$ cat src/common/adlgc_cfg.svh
// register offsets, field positions and reset values for the aux converter and io line block
`ifndef ADLGC_CFG_SVH
`define ADLGC_CFG_SVH
`define ADLGC_OFS_CODE_LO   7'h30
`define ADLGC_OFS_CODE_HI   7'h31
`define ADLGC_OFS_IOCTL_LO  7'h32
`define ADLGC_OFS_IOCTL_HI  7'h33
`define ADLGC_CODE_RESET    12'h000
`define ADLGC_CODE_HI_MASK  8'h0f
`define ADLGC_IOCTL_LO_MASK 8'h03
`define ADLGC_IOCTL_HI_MASK 8'h03
`define ADLGC_LATCH_BIT     2
`define ADLGC_DIR_RESET     2'h0
`define ADLGC_LVL_RESET     2'h0
`endif

$ cat src/common/adlgc_pkg.sv
// types shared by the aux converter and io line block
package adlgc_pkg;
  typedef enum logic [1:0] {
    ADLGC_SRC_GPIO  = 2'b00,
    ADLGC_SRC_ALARM = 2'b01,
    ADLGC_SRC_MISC  = 2'b10
  } adlgc_src_t;
endpackage : adlgc_pkg

$ cat src/hdl/adlgc_aux_dac_gpio.sv
// aux converter code register with latch command, and two-line io controller with priority arbitration
//
// Behaviour
// RQ1 - the converter code is a 12-bit unsigned value in bits 11:0 with bits 15:12 unused.
// RQ2 - written code bytes reach the converter only when bit 2 of the command byte is written as 1, both at once.
// RQ3 - the host writes both code bytes and then issues the latch command, so the output moves in one step.
// RQ4 - the code is straight binary from zero to 0x0fff full scale, the analog stage scaling it linearly.
// RQ5 - the code register is volatile, clears to zero on reset and is readable and writable.
// RQ6 - control bits 0 and 1 set the direction of lines zero and one, 1 meaning output.
// RQ7 - control bits 8 and 9 set the driven level of lines zero and one.
// RQ8 - control bits 15:10 and 7:2 are unused.
// RQ9 - miscellaneous control wins over alarm control, which wins over the io control register.
// RQ10 - the io control register clears to zero on reset so both lines come up as inputs.
// RQ11 - an enabled sample available signal drives line one if its select bit is 1, else line zero.
// RQ12 - writes to unused bits are ignored and those bits read as zero.
`timescale 1ns/1ps
`include "adlgc_cfg.svh"

module adlgc_aux_dac_gpio #(
  parameter int ADDR_W = 7,
  parameter int CODE_W = 12
) (
  input  wire logic              clk,
  input  wire logic              resetn,
  input  wire logic              regWrite,
  input  wire logic              regRead,
  input  wire logic [ADDR_W-1:0] regAddr,
  input  wire logic [7:0]        regWdata,
  output logic      [7:0]        regRdata,
  input  wire logic              cmdWrite,
  input  wire logic [7:0]        cmdWdata,
  output logic      [CODE_W-1:0] converterCode,
  input  wire logic              sampleAvailableEnable,
  input  wire logic              sampleAvailableSelect,
  input  wire logic              sampleAvailableLevel,
  input  wire logic [1:0]        alarmOwn,
  input  wire logic [1:0]        alarmLevel,
  input  wire logic              ioLineZeroIn,
  input  wire logic              ioLineOneIn,
  output logic                   ioLineZeroOut,
  output logic                   ioLineZeroOe,
  output logic                   ioLineOneOut,
  output logic                   ioLineOneOe,
  output logic      [1:0]        ioLineSync
);

  // ==========================================================
  // register state
  logic [CODE_W-1:0] codeStage;
  logic [CODE_W-1:0] next_codeStage;
  logic [CODE_W-1:0] next_converterCode;
  logic [1:0]        ioDir;
  logic [1:0]        next_ioDir;
  logic [1:0]        ioLevel;
  logic [1:0]        next_ioLevel;
  logic [7:0]        next_regRdata;
  logic              hitCodeLo;
  logic              hitCodeHi;
  logic              hitIoLo;
  logic              hitIoHi;
  logic              latchReq;

  // ==========================================================
  // helper functions

  // true when a byte address selects the given register byte
  function automatic logic adlgcHit(
    input logic [ADDR_W-1:0] addr,
    input logic [ADDR_W-1:0] ofs
  );
    adlgcHit = (addr == ofs);
  endfunction : adlgcHit

  // keeps only the used bits of a register byte
  function automatic logic [7:0] adlgcKeep(
    input logic [7:0] data,
    input logic [7:0] mask
  );
    adlgcKeep = data & mask;
  endfunction : adlgcKeep

  // ==========================================================
  // address and command decode

  always_comb begin
    hitCodeLo = adlgcHit(regAddr, `ADLGC_OFS_CODE_LO);
    hitCodeHi = adlgcHit(regAddr, `ADLGC_OFS_CODE_HI);
    hitIoLo   = adlgcHit(regAddr, `ADLGC_OFS_IOCTL_LO);
    hitIoHi   = adlgcHit(regAddr, `ADLGC_OFS_IOCTL_HI);
    // RQ2 only bit 2 of the command byte latches
    latchReq  = cmdWrite && cmdWdata[`ADLGC_LATCH_BIT];
  end

  // ==========================================================
  // converter code staging

  always_comb begin
    next_codeStage = codeStage;
    if (regWrite && hitCodeLo) begin
      next_codeStage[7:0] = regWdata;
    end
    // RQ1 RQ12 upper nibble dropped
    if (regWrite && hitCodeHi) begin
      next_codeStage[CODE_W-1:8] = regWdata[CODE_W-9:0];
    end
  end

  // RQ5 staged code clears on reset
  always_ff @(posedge clk or negedge resetn) begin
    if (!resetn) begin
      codeStage <= `ADLGC_CODE_RESET;
    end else begin
      codeStage <= next_codeStage;
    end
  end

  // ==========================================================
  // converter latch

  always_comb begin
    next_converterCode = converterCode;
    // RQ2 both bytes move together, a same-cycle byte write included
    if (latchReq) begin
      next_converterCode = next_codeStage;
    end
  end

  // RQ4 straight binary code handed on unchanged
  always_ff @(posedge clk or negedge resetn) begin
    if (!resetn) begin
      converterCode <= `ADLGC_CODE_RESET;
    end else begin
      converterCode <= next_converterCode;
    end
  end

  // ==========================================================
  // io line control

  always_comb begin
    next_ioDir   = ioDir;
    next_ioLevel = ioLevel;
    // RQ6 RQ8 direction bits
    if (regWrite && hitIoLo) begin
      next_ioDir = 2'(adlgcKeep(regWdata, `ADLGC_IOCTL_LO_MASK));
    end
    // RQ7 RQ8 level bits
    if (regWrite && hitIoHi) begin
      next_ioLevel = 2'(adlgcKeep(regWdata, `ADLGC_IOCTL_HI_MASK));
    end
  end

  // RQ10 both lines come up as inputs
  always_ff @(posedge clk or negedge resetn) begin
    if (!resetn) begin
      ioDir   <= `ADLGC_DIR_RESET;
      ioLevel <= `ADLGC_LVL_RESET;
    end else begin
      ioDir   <= next_ioDir;
      ioLevel <= next_ioLevel;
    end
  end

  // ==========================================================
  // register readback

  // RQ5 RQ12 readback with zeros in unused bits
  always_comb begin
    next_regRdata = regRdata;
    if (regRead) begin
      if (hitCodeLo) begin
        next_regRdata = codeStage[7:0];
      end else if (hitCodeHi) begin
        next_regRdata = adlgcKeep(8'({4'h0, codeStage[CODE_W-1:8]}), `ADLGC_CODE_HI_MASK);
      end else if (hitIoLo) begin
        next_regRdata = 8'({6'h00, ioDir});
      end else if (hitIoHi) begin
        next_regRdata = 8'({6'h00, ioLevel});
      end else begin
        next_regRdata = 8'h00;
      end
    end
  end

  // read byte stands until the next read
  always_ff @(posedge clk or negedge resetn) begin
    if (!resetn) begin
      regRdata <= 8'h00;
    end else begin
      regRdata <= next_regRdata;
    end
  end

  // ==========================================================
  // pin arbitration
  adlgc_pkg::adlgc_src_t src [2];
  logic [1:0] next_oe;
  logic [1:0] next_out;
  logic [1:0] pinOe;
  logic [1:0] pinOut;

  // RQ9 RQ11 ready beats alarm, alarm beats the control register
  function automatic adlgc_pkg::adlgc_src_t adlgcOwner(
    input logic readyHere,
    input logic alarmHere
  );
    if (readyHere) begin
      adlgcOwner = adlgc_pkg::ADLGC_SRC_MISC;
    end else if (alarmHere) begin
      adlgcOwner = adlgc_pkg::ADLGC_SRC_ALARM;
    end else begin
      adlgcOwner = adlgc_pkg::ADLGC_SRC_GPIO;
    end
  endfunction : adlgcOwner

  always_comb begin
    next_oe  = 2'h0;
    next_out = 2'h0;
    for (int i = 0; i < 2; i++) begin
      // RQ9 RQ11 priority select
      src[i] = adlgcOwner(sampleAvailableEnable && (sampleAvailableSelect == i[0]), alarmOwn[i]);
      unique case (src[i])
        adlgc_pkg::ADLGC_SRC_MISC: begin
          next_oe[i]  = 1'b1;
          next_out[i] = sampleAvailableLevel;
        end
        adlgc_pkg::ADLGC_SRC_ALARM: begin
          next_oe[i]  = 1'b1;
          next_out[i] = alarmLevel[i];
        end
        default: begin
          next_oe[i]  = ioDir[i];
          next_out[i] = ioLevel[i];
        end
      endcase
    end
  end

  always_ff @(posedge clk or negedge resetn) begin
    if (!resetn) begin
      pinOe  <= 2'h0;
      pinOut <= 2'h0;
    end else begin
      pinOe  <= next_oe;
      pinOut <= next_out;
    end
  end

  assign ioLineZeroOe  = pinOe[0];
  assign ioLineZeroOut = pinOut[0];
  assign ioLineOneOe   = pinOe[1];
  assign ioLineOneOut  = pinOut[1];

  // ==========================================================
  // input synchronisers
  logic [1:0] syncA;

  // only the second stage reads the first, pins reach no other logic
  always_ff @(posedge clk or negedge resetn) begin
    if (!resetn) begin
      syncA      <= 2'h0;
      ioLineSync <= 2'h0;
    end else begin
      syncA      <= {ioLineOneIn, ioLineZeroIn};
      ioLineSync <= syncA;
    end
  end

endmodule : adlgc_aux_dac_gpio

$ cat config.mk
export PLATFORM = sky130hd
export DESIGN_NAME = adlgc_aux_dac_gpio
export DESIGN_NICKNAME = d
export VERILOG_FILES = /design/src/common/adlgc_pkg.sv /design/src/hdl/adlgc_aux_dac_gpio.sv
export VERILOG_INCLUDE_DIRS = /design/src /design/src/common
export SDC_FILE = /design/constraint.sdc
export NUM_CORES = 1
export LEC_CHECK = 0
export BUFFER_PORTS_ARGS = -buffer_cell sky130_fd_sc_hd__clkbuf_2
export CAP_MARGIN = 20
export CORE_MARGIN = 1
export CORE_UTILIZATION = 48
export CTS_CLUSTER_DIAMETER = 40
export DETAILED_ROUTE_END_ITERATION = 10
export PLACE_DENSITY = 0.81
export SLEW_MARGIN = 5
export SYNTH_ARGS = -nofsm -noshare
export SYNTH_HDL_FRONTEND = slang
export SYNTH_SLANG_ARGS = --single-unit
export TNS_END_PERCENT = 50
$ cat constraint.sdc
create_clock -name clk -period 1.5 [get_ports clk]
set_clock_uncertainty 0.1 [all_clocks]
set_input_delay 0.3 -clock clk [delete_from_list [all_inputs] [get_ports clk]]
set_output_delay 0.3 -clock clk [all_outputs]
set_load 0.01 [all_outputs]
==> reports/qor.yml, run 1 <==
outcome: "finished clean"
total_power_mw: 2.53
reg2reg_depth: 2
area_delta_synth_final_pct: 30.1
synth_top_cell_area_share: 0.590
antenna_left: 0
num_vias: 1533
clock_sinks: 44
yosysMostFrequentCell: "dfrtp_1"
reg2reg_from: "ioLevel[0]$_DFFE_PN0P_"
whs_path_depth: 2
die_w_um: 64.4
start_kind: "primary input"
htreeDepth: 2
place.gp.congestion: 0.807
slew_headroom: 0.787
dr.pass1.iters: 4
worstPathCellList: "clkbuf_2, nand4bb_2, or4_4, mux2_4"
synth_edf_count: 0
async_reset_ff_frac: 1.00
synth-seq-area-share: 0.590
cts_setup_buffers: 0
synth_ff_type: "dfrtp_1"
ys_top_cells_by_area: "dfrtp_1 59%, a31oi_1 4.0%, nand3_1 3.5%"
grt_pass1_vias: 1440
cp.required_ps: 1580
synth_nets: 201
cts.path.max_buffers: 2
crit_path_end_kind: "flop"
period_minus_slack_ps: 1450
synth_area_leader_cell: "dfrtp_1"
clock_latency_ps: 290
cts_tree: "built"
ys_types: 26
netlist_instances: 164
power.density_nw_per_um2: 1040
slew_violations: 0
synth-seq-cells: 44
core_um2: 3690
portBuffers: 55
holdCritStartpoint: "alarmOwn[0]"
wl_per_cell_um: 14.0
drc: 0
antennaDiodeCount: 0
root_buffer: "clkbuf_8"
hold_path_end: "pinOe[0]$_DFF_PN0_"
rr_endpoint: "regRdata[0]$_DFFE_PN0P_"
regToRegSetupSlack_ps: 170
crit_arrival_ps: 1530
hold_violations: 0
io_pins: 63
crit_fanout: 7
finalSetupViolations: 0
dieArea_um2: 4140
cp_slowest_stage_delay_ps: 490
viasPerCell: 5.42
grt_first_pass_wirelength_um: 6720
whs_ps: 132
std_cell_rows: 22
instances_no_fill: 283
drt_iter0_drc: 85
dp_cells: 272
yosys_warnings: 0
syn-cell-area_um2: 1870
dieHeight_um: 64.4
clk_pin_slew_worst_paths_ps: 70
drv_cap: 0
antenna_found_initial: 0
grt_util_all_layers: 0.220
max_freq_mhz: 688
fin_crit_sh: 0.969
critPathKind: "primary input to flop"
nNetsFinal: 271
crit_slowest_cell: "or4_4"
crit_family: "simple AND/OR/NAND/NOR gates"
numCtsBuffers: 5
hp-class: "primary input to flop"
cp_num_buf_inv: 1
post-dp-hpwl_um: 2990
grt_start_max_net_pins: 45
syn_area_per_cell_um2: 11.4
synth_common_cells: "44 x dfrtp_1, 16 x nand2_1, 15 x nor2_1, 13 x nand3_1, 13 x o21ai_0"
routed_wl_um: 3950
grt-ovfl-total: 0
worst_pin_slew_ps: 318
peakVddDrop_mv: 0.787
start_util: 0.506
p_leak_nw: 1.24
drive_above_1_share: 0.409
rsz0062_at_grt: "yes"
## placed cells by master, fill, tap and decap left out, drive strengths merged, types with 2 or more instances in the layout
master       netlist  routed
a31o               6       6
a31oi             12      12
and4bb             2       2
buf                4      15
clkbuf             6      61
dfrtp             44      44
dlygate4sd3        0       3
mux2               6       6
mux2i              4       4
mux4               2       2
nand2             16      16
nand3             13      13
nand4bb            3       3
nor2              15      15
nor2b              7       7
nor4               3       3
o21ai             13      13
## through the flow
step           utilization  area [um2]  worst slack (ps)  TNS [ps]
2_1_floorplan            -        1870             -75.2      -150
3_3_place_gp         0.620        2290              -252     -4350
3_5_place_dp         0.620        2290              -326     -5550
4_1_cts              0.656        2420              51.1         0
5_1_grt              0.658        2430             -21.7     -41.9
6_report             0.658        2430              46.7         0
## cell families (layout without fill, tap and decap cells)
group           Yosys count  in the layout  synth area share
compound gates           32             32             0.106
buf+inv                  10             81            0.0221
flops                    44             44             0.590
mux                      12             12            0.0858
simple gates             66             66             0.196
## routing by layer
layer	vias to the layer above	part of all wire	track usage
met5	-	0	0
met4	0	0.016	0.100
met3	6	0.046	0.0554
met2	42	0.49	0.347
met1	749	0.45	0.286
li1	736	-	-
## report_power, final
part / leakage [nW] / total, mW / switching (mW) / internal [mW]
clock network: 0.0552 / 0.865 / 0.371 / 0.494
logic: 0.618 / 0.345 / 0.183 / 0.162
registers: 0.568 / 1.32 / 0.0489 / 1.27
total: 1.24 / 2.53 / 0.603 / 1.93
## state kept, by name, summed over array words and instances (netlist names)
register / count
ioLevel: 2
ioLineSync: 2
codeStage: 12
pinOut: 2
syncA: 2
ioDir: 2
converterCode: 12
regRdata: 8
pinOe: 2
## worst max-delay path by stage
stage,startpoint,cells after the start,slack [ps],end
5_1_grt,regAddr[2],4,-20,converterCode[3]$_DFFE_PN0P_
4_1_cts,regAddr[2],4,50,ioDir[1]$_DFFE_PN0P_
3_3_place_gp,regAddr[2],4,-250,ioDir[0]$_DFFE_PN0P_
3_5_place_dp,regAddr[2],4,-330,ioDir[1]$_DFFE_PN0P_
6_report,regAddr[2],4,50,ioDir[1]$_DFFE_PN0P_
2_1_floorplan,regAddr[6],4,-80,ioDir[0]$_DFFE_PN0P_
## area by class of cell
type | instances | area, um2
fill | 295 | 1260
sequential | 44 | 1100
multi-input combinational | 110 | 729
timing repair buffer | 73 | 430
clock buffer | 6 | 72.6
tap | 48 | 60.1
clock inverter | 2 | 35.0
## repair_timing
action / CTS / global route
pin swaps: 0 / 0
hold buffers: 2 / 1
gates resized for setup: 1 / 3
endpoints found under the setup margin: 2 / 6
hold endpoints to repair: 45 / 1
No activity file was read; power rests on OpenSTA's default activity.
==> run 2, diff against run 1 <==
--- a/config.mk
+++ b/config.mk
@@ -9,10 +9,10 @@
 export BUFFER_PORTS_ARGS = -buffer_cell sky130_fd_sc_hd__clkbuf_2
 export CAP_MARGIN = 20
 export CORE_MARGIN = 1
-export CORE_UTILIZATION = 48
+export CORE_UTILIZATION = 49
 export CTS_CLUSTER_DIAMETER = 40
 export DETAILED_ROUTE_END_ITERATION = 10
-export PLACE_DENSITY = 0.81
+export PLACE_DENSITY = 0.82
 export SLEW_MARGIN = 5
 export SYNTH_ARGS = -nofsm -noshare
 export SYNTH_HDL_FRONTEND = slang
==> run 2 against run 1 <==
Net effect: highest routed layer unchanged; final area fell by 0.72%; die area shrank 2.0%; clock-buffer cell count increased by 2; first-iteration DRC count is 21% lower; wire length grew 2.0%; worst hold slack worse by 120 ps; final cell count rose by 0.35%; critical path depth did not move; via count up 1.4%; register-to-register slack lost 20 ps.
==> reports/qor.yml, run 2 (same netlist as run 1, synthesis figures left out) <==
slew_headroom: 0.783
antennaDiodeCount: 0
crit_slowest_cell: "or4_4"
htreeDepth: 2
die_w_um: 63.7
drv_cap: 0
antenna_left: 0
post-dp-hpwl_um: 2940
viasPerCell: 5.47
start_util: 0.510
layout_common_cells: "55 x clkbuf_2, 44 x dfrtp_1, 16 x nand2_1, 16 x buf_4, 15 x nor2_1"
cts_tree: "built"
grt_use_met3: 0.0380
core_um2: 3660
crit_arrival_ps: 1520
instances_no_fill: 284
cts.path.max_buffers: 2
place.gp.congestion: 0.780
n_fill_cell: 310
hold_violations: 0
grt_util_all_layers: 0.221
numCtsBuffers: 5
root_buffer: "clkbuf_8"
p_sw_frac: 0.249
hp-class: "primary input to flop"
worst_pin_slew_ps: 322
clock_latency_ps: 300
drt_iter0_drc: 67
use_met1: 0.294
cp.required_ps: 1580
antenna_found_initial: 0
critPathKind: "primary input to flop"
std_cell_rows: 22
fin_crit_sh: 0.960
routed_wl_um: 4030
cp_slowest_stage_delay_ps: 510
top_usage_layer: "met2"
utilization: 0.659
clk_pin_slew_worst_paths_ps: 70
rsz0062_at_grt: "yes"
dr.pass1.iters: 4
nNetsFinal: 272
crit_fanout: 7
slew_violations: 0
worstPathCellList: "clkbuf_2, nand4bb_1, or4_4, mux2_4"
grt_first_pass_wirelength_um: 6730
grt_pass1_vias: 1466
final_common_cell: "clkbuf_2"
top_regs: "codeStage (12), converterCode (12), regRdata (8)"
io_pins: 63
p_sw_mw: 0.602
peakVddDrop_mv: 0.722
outcome: "finished clean"
p_leak_nw: 1.24
cts_setup_buffers: 0
num_vias: 1554
dp_cells: 274
portBuffers: 55
start_kind: "primary input"
period_minus_slack_ps: 1440
power.internal_mw: 1.81
clock_sinks: 44
wl_per_cell_um: 14.2
finalSetupViolations: 0
max_freq_mhz: 695
p_comb_frac: 0.144
clkPwrFrac: 0.309
total_power_mw: 2.41
grt-ovfl-total: 0
grt_start_max_net_pins: 45
crit_path_end_kind: "flop"
dieHeight_um: 63.7
seqPwrFrac: 0.547
power.density_nw_per_um2: 1000
use_met2: 0.346
drc: 0
drive_above_1_share: 0.407
area_delta_synth_final_pct: 29.2
whs_ps: 7.31
dieArea_um2: 4060
==> run 2: final timing paths <==
check                                       start                 endpoint  slack (ps)  cells after the start
max reg2reg                ioLevel[1]$_DFFE_PN0P_  regRdata[1]$_DFFE_PN0P_         150                      2
min                                   ioLineOneIn       syncA[1]$_DFF_PN0_           7                      1
min reg2reg                    syncA[0]$_DFF_PN0_  ioLineSync[0]$_DFF_PN0_         250                      0
max in group asynchronous                  resetn   codeStage[2]$_DFF_PN0_         680                      3
max                                    regAddr[6]     ioDir[0]$_DFFE_PN0P_          60                      4
min in group asynchronous                  resetn       syncA[1]$_DFF_PN0_         400                      3
==> run 2: final cells by class <==
cell class,count,area (um2),share of cell area
clock buffers,8,90.1,0.0374
repair buffers,74,435,0.181
well taps,48,60.1,0.0249
flip-flops and latches,44,1100,0.457
multi-input cells,110,724,0.300
==> run 2: worst max-delay path: cells and delay by family <==
family,cells,cell delay (ps)
simple gates,2,830
mux,1,310
buf+inv,1,90
==> run 2: power by group through the flow <==
stage	clock network, mW	registers, mW	logic [mW]
floorplan	0	1.36	0.143
global placement	0	1.34	0.332
detailed placement	0	1.34	0.342
CTS	0.760	1.32	0.346
global route	0.814	1.33	0.386
finish	0.744	1.32	0.347
==> run 2: per-layer routing <==
| metal | part of all wire | up-vias |
|---|---|---|
| li1 | - | 735 |
| met1 | 0.43 | 763 |
| met2 | 0.50 | 45 |
| met3 | 0.042 | 11 |
| met4 | 0.027 | 0 |
| met5 | 0 | - |
==> run 2: per-stage QoR <==
stage               worst slack [ps]  instance area [um2]  setup TNS (ps)
floorplan                      -75.2                 1870            -150
global placement                -241                 2300           -3950
finish                          60.3                 2410               0
detailed placement              -247                 2300           -4510
CTS                             69.1                 2400               0
global route                   -3.71                 2410           -3.71
==> run 2: repair_timing <==
action	in CTS	in global routing
endpoints found under the hold margin	44	1
setup endpoints to repair	0	4
resized for setup	0	4
hold buffers	1	1
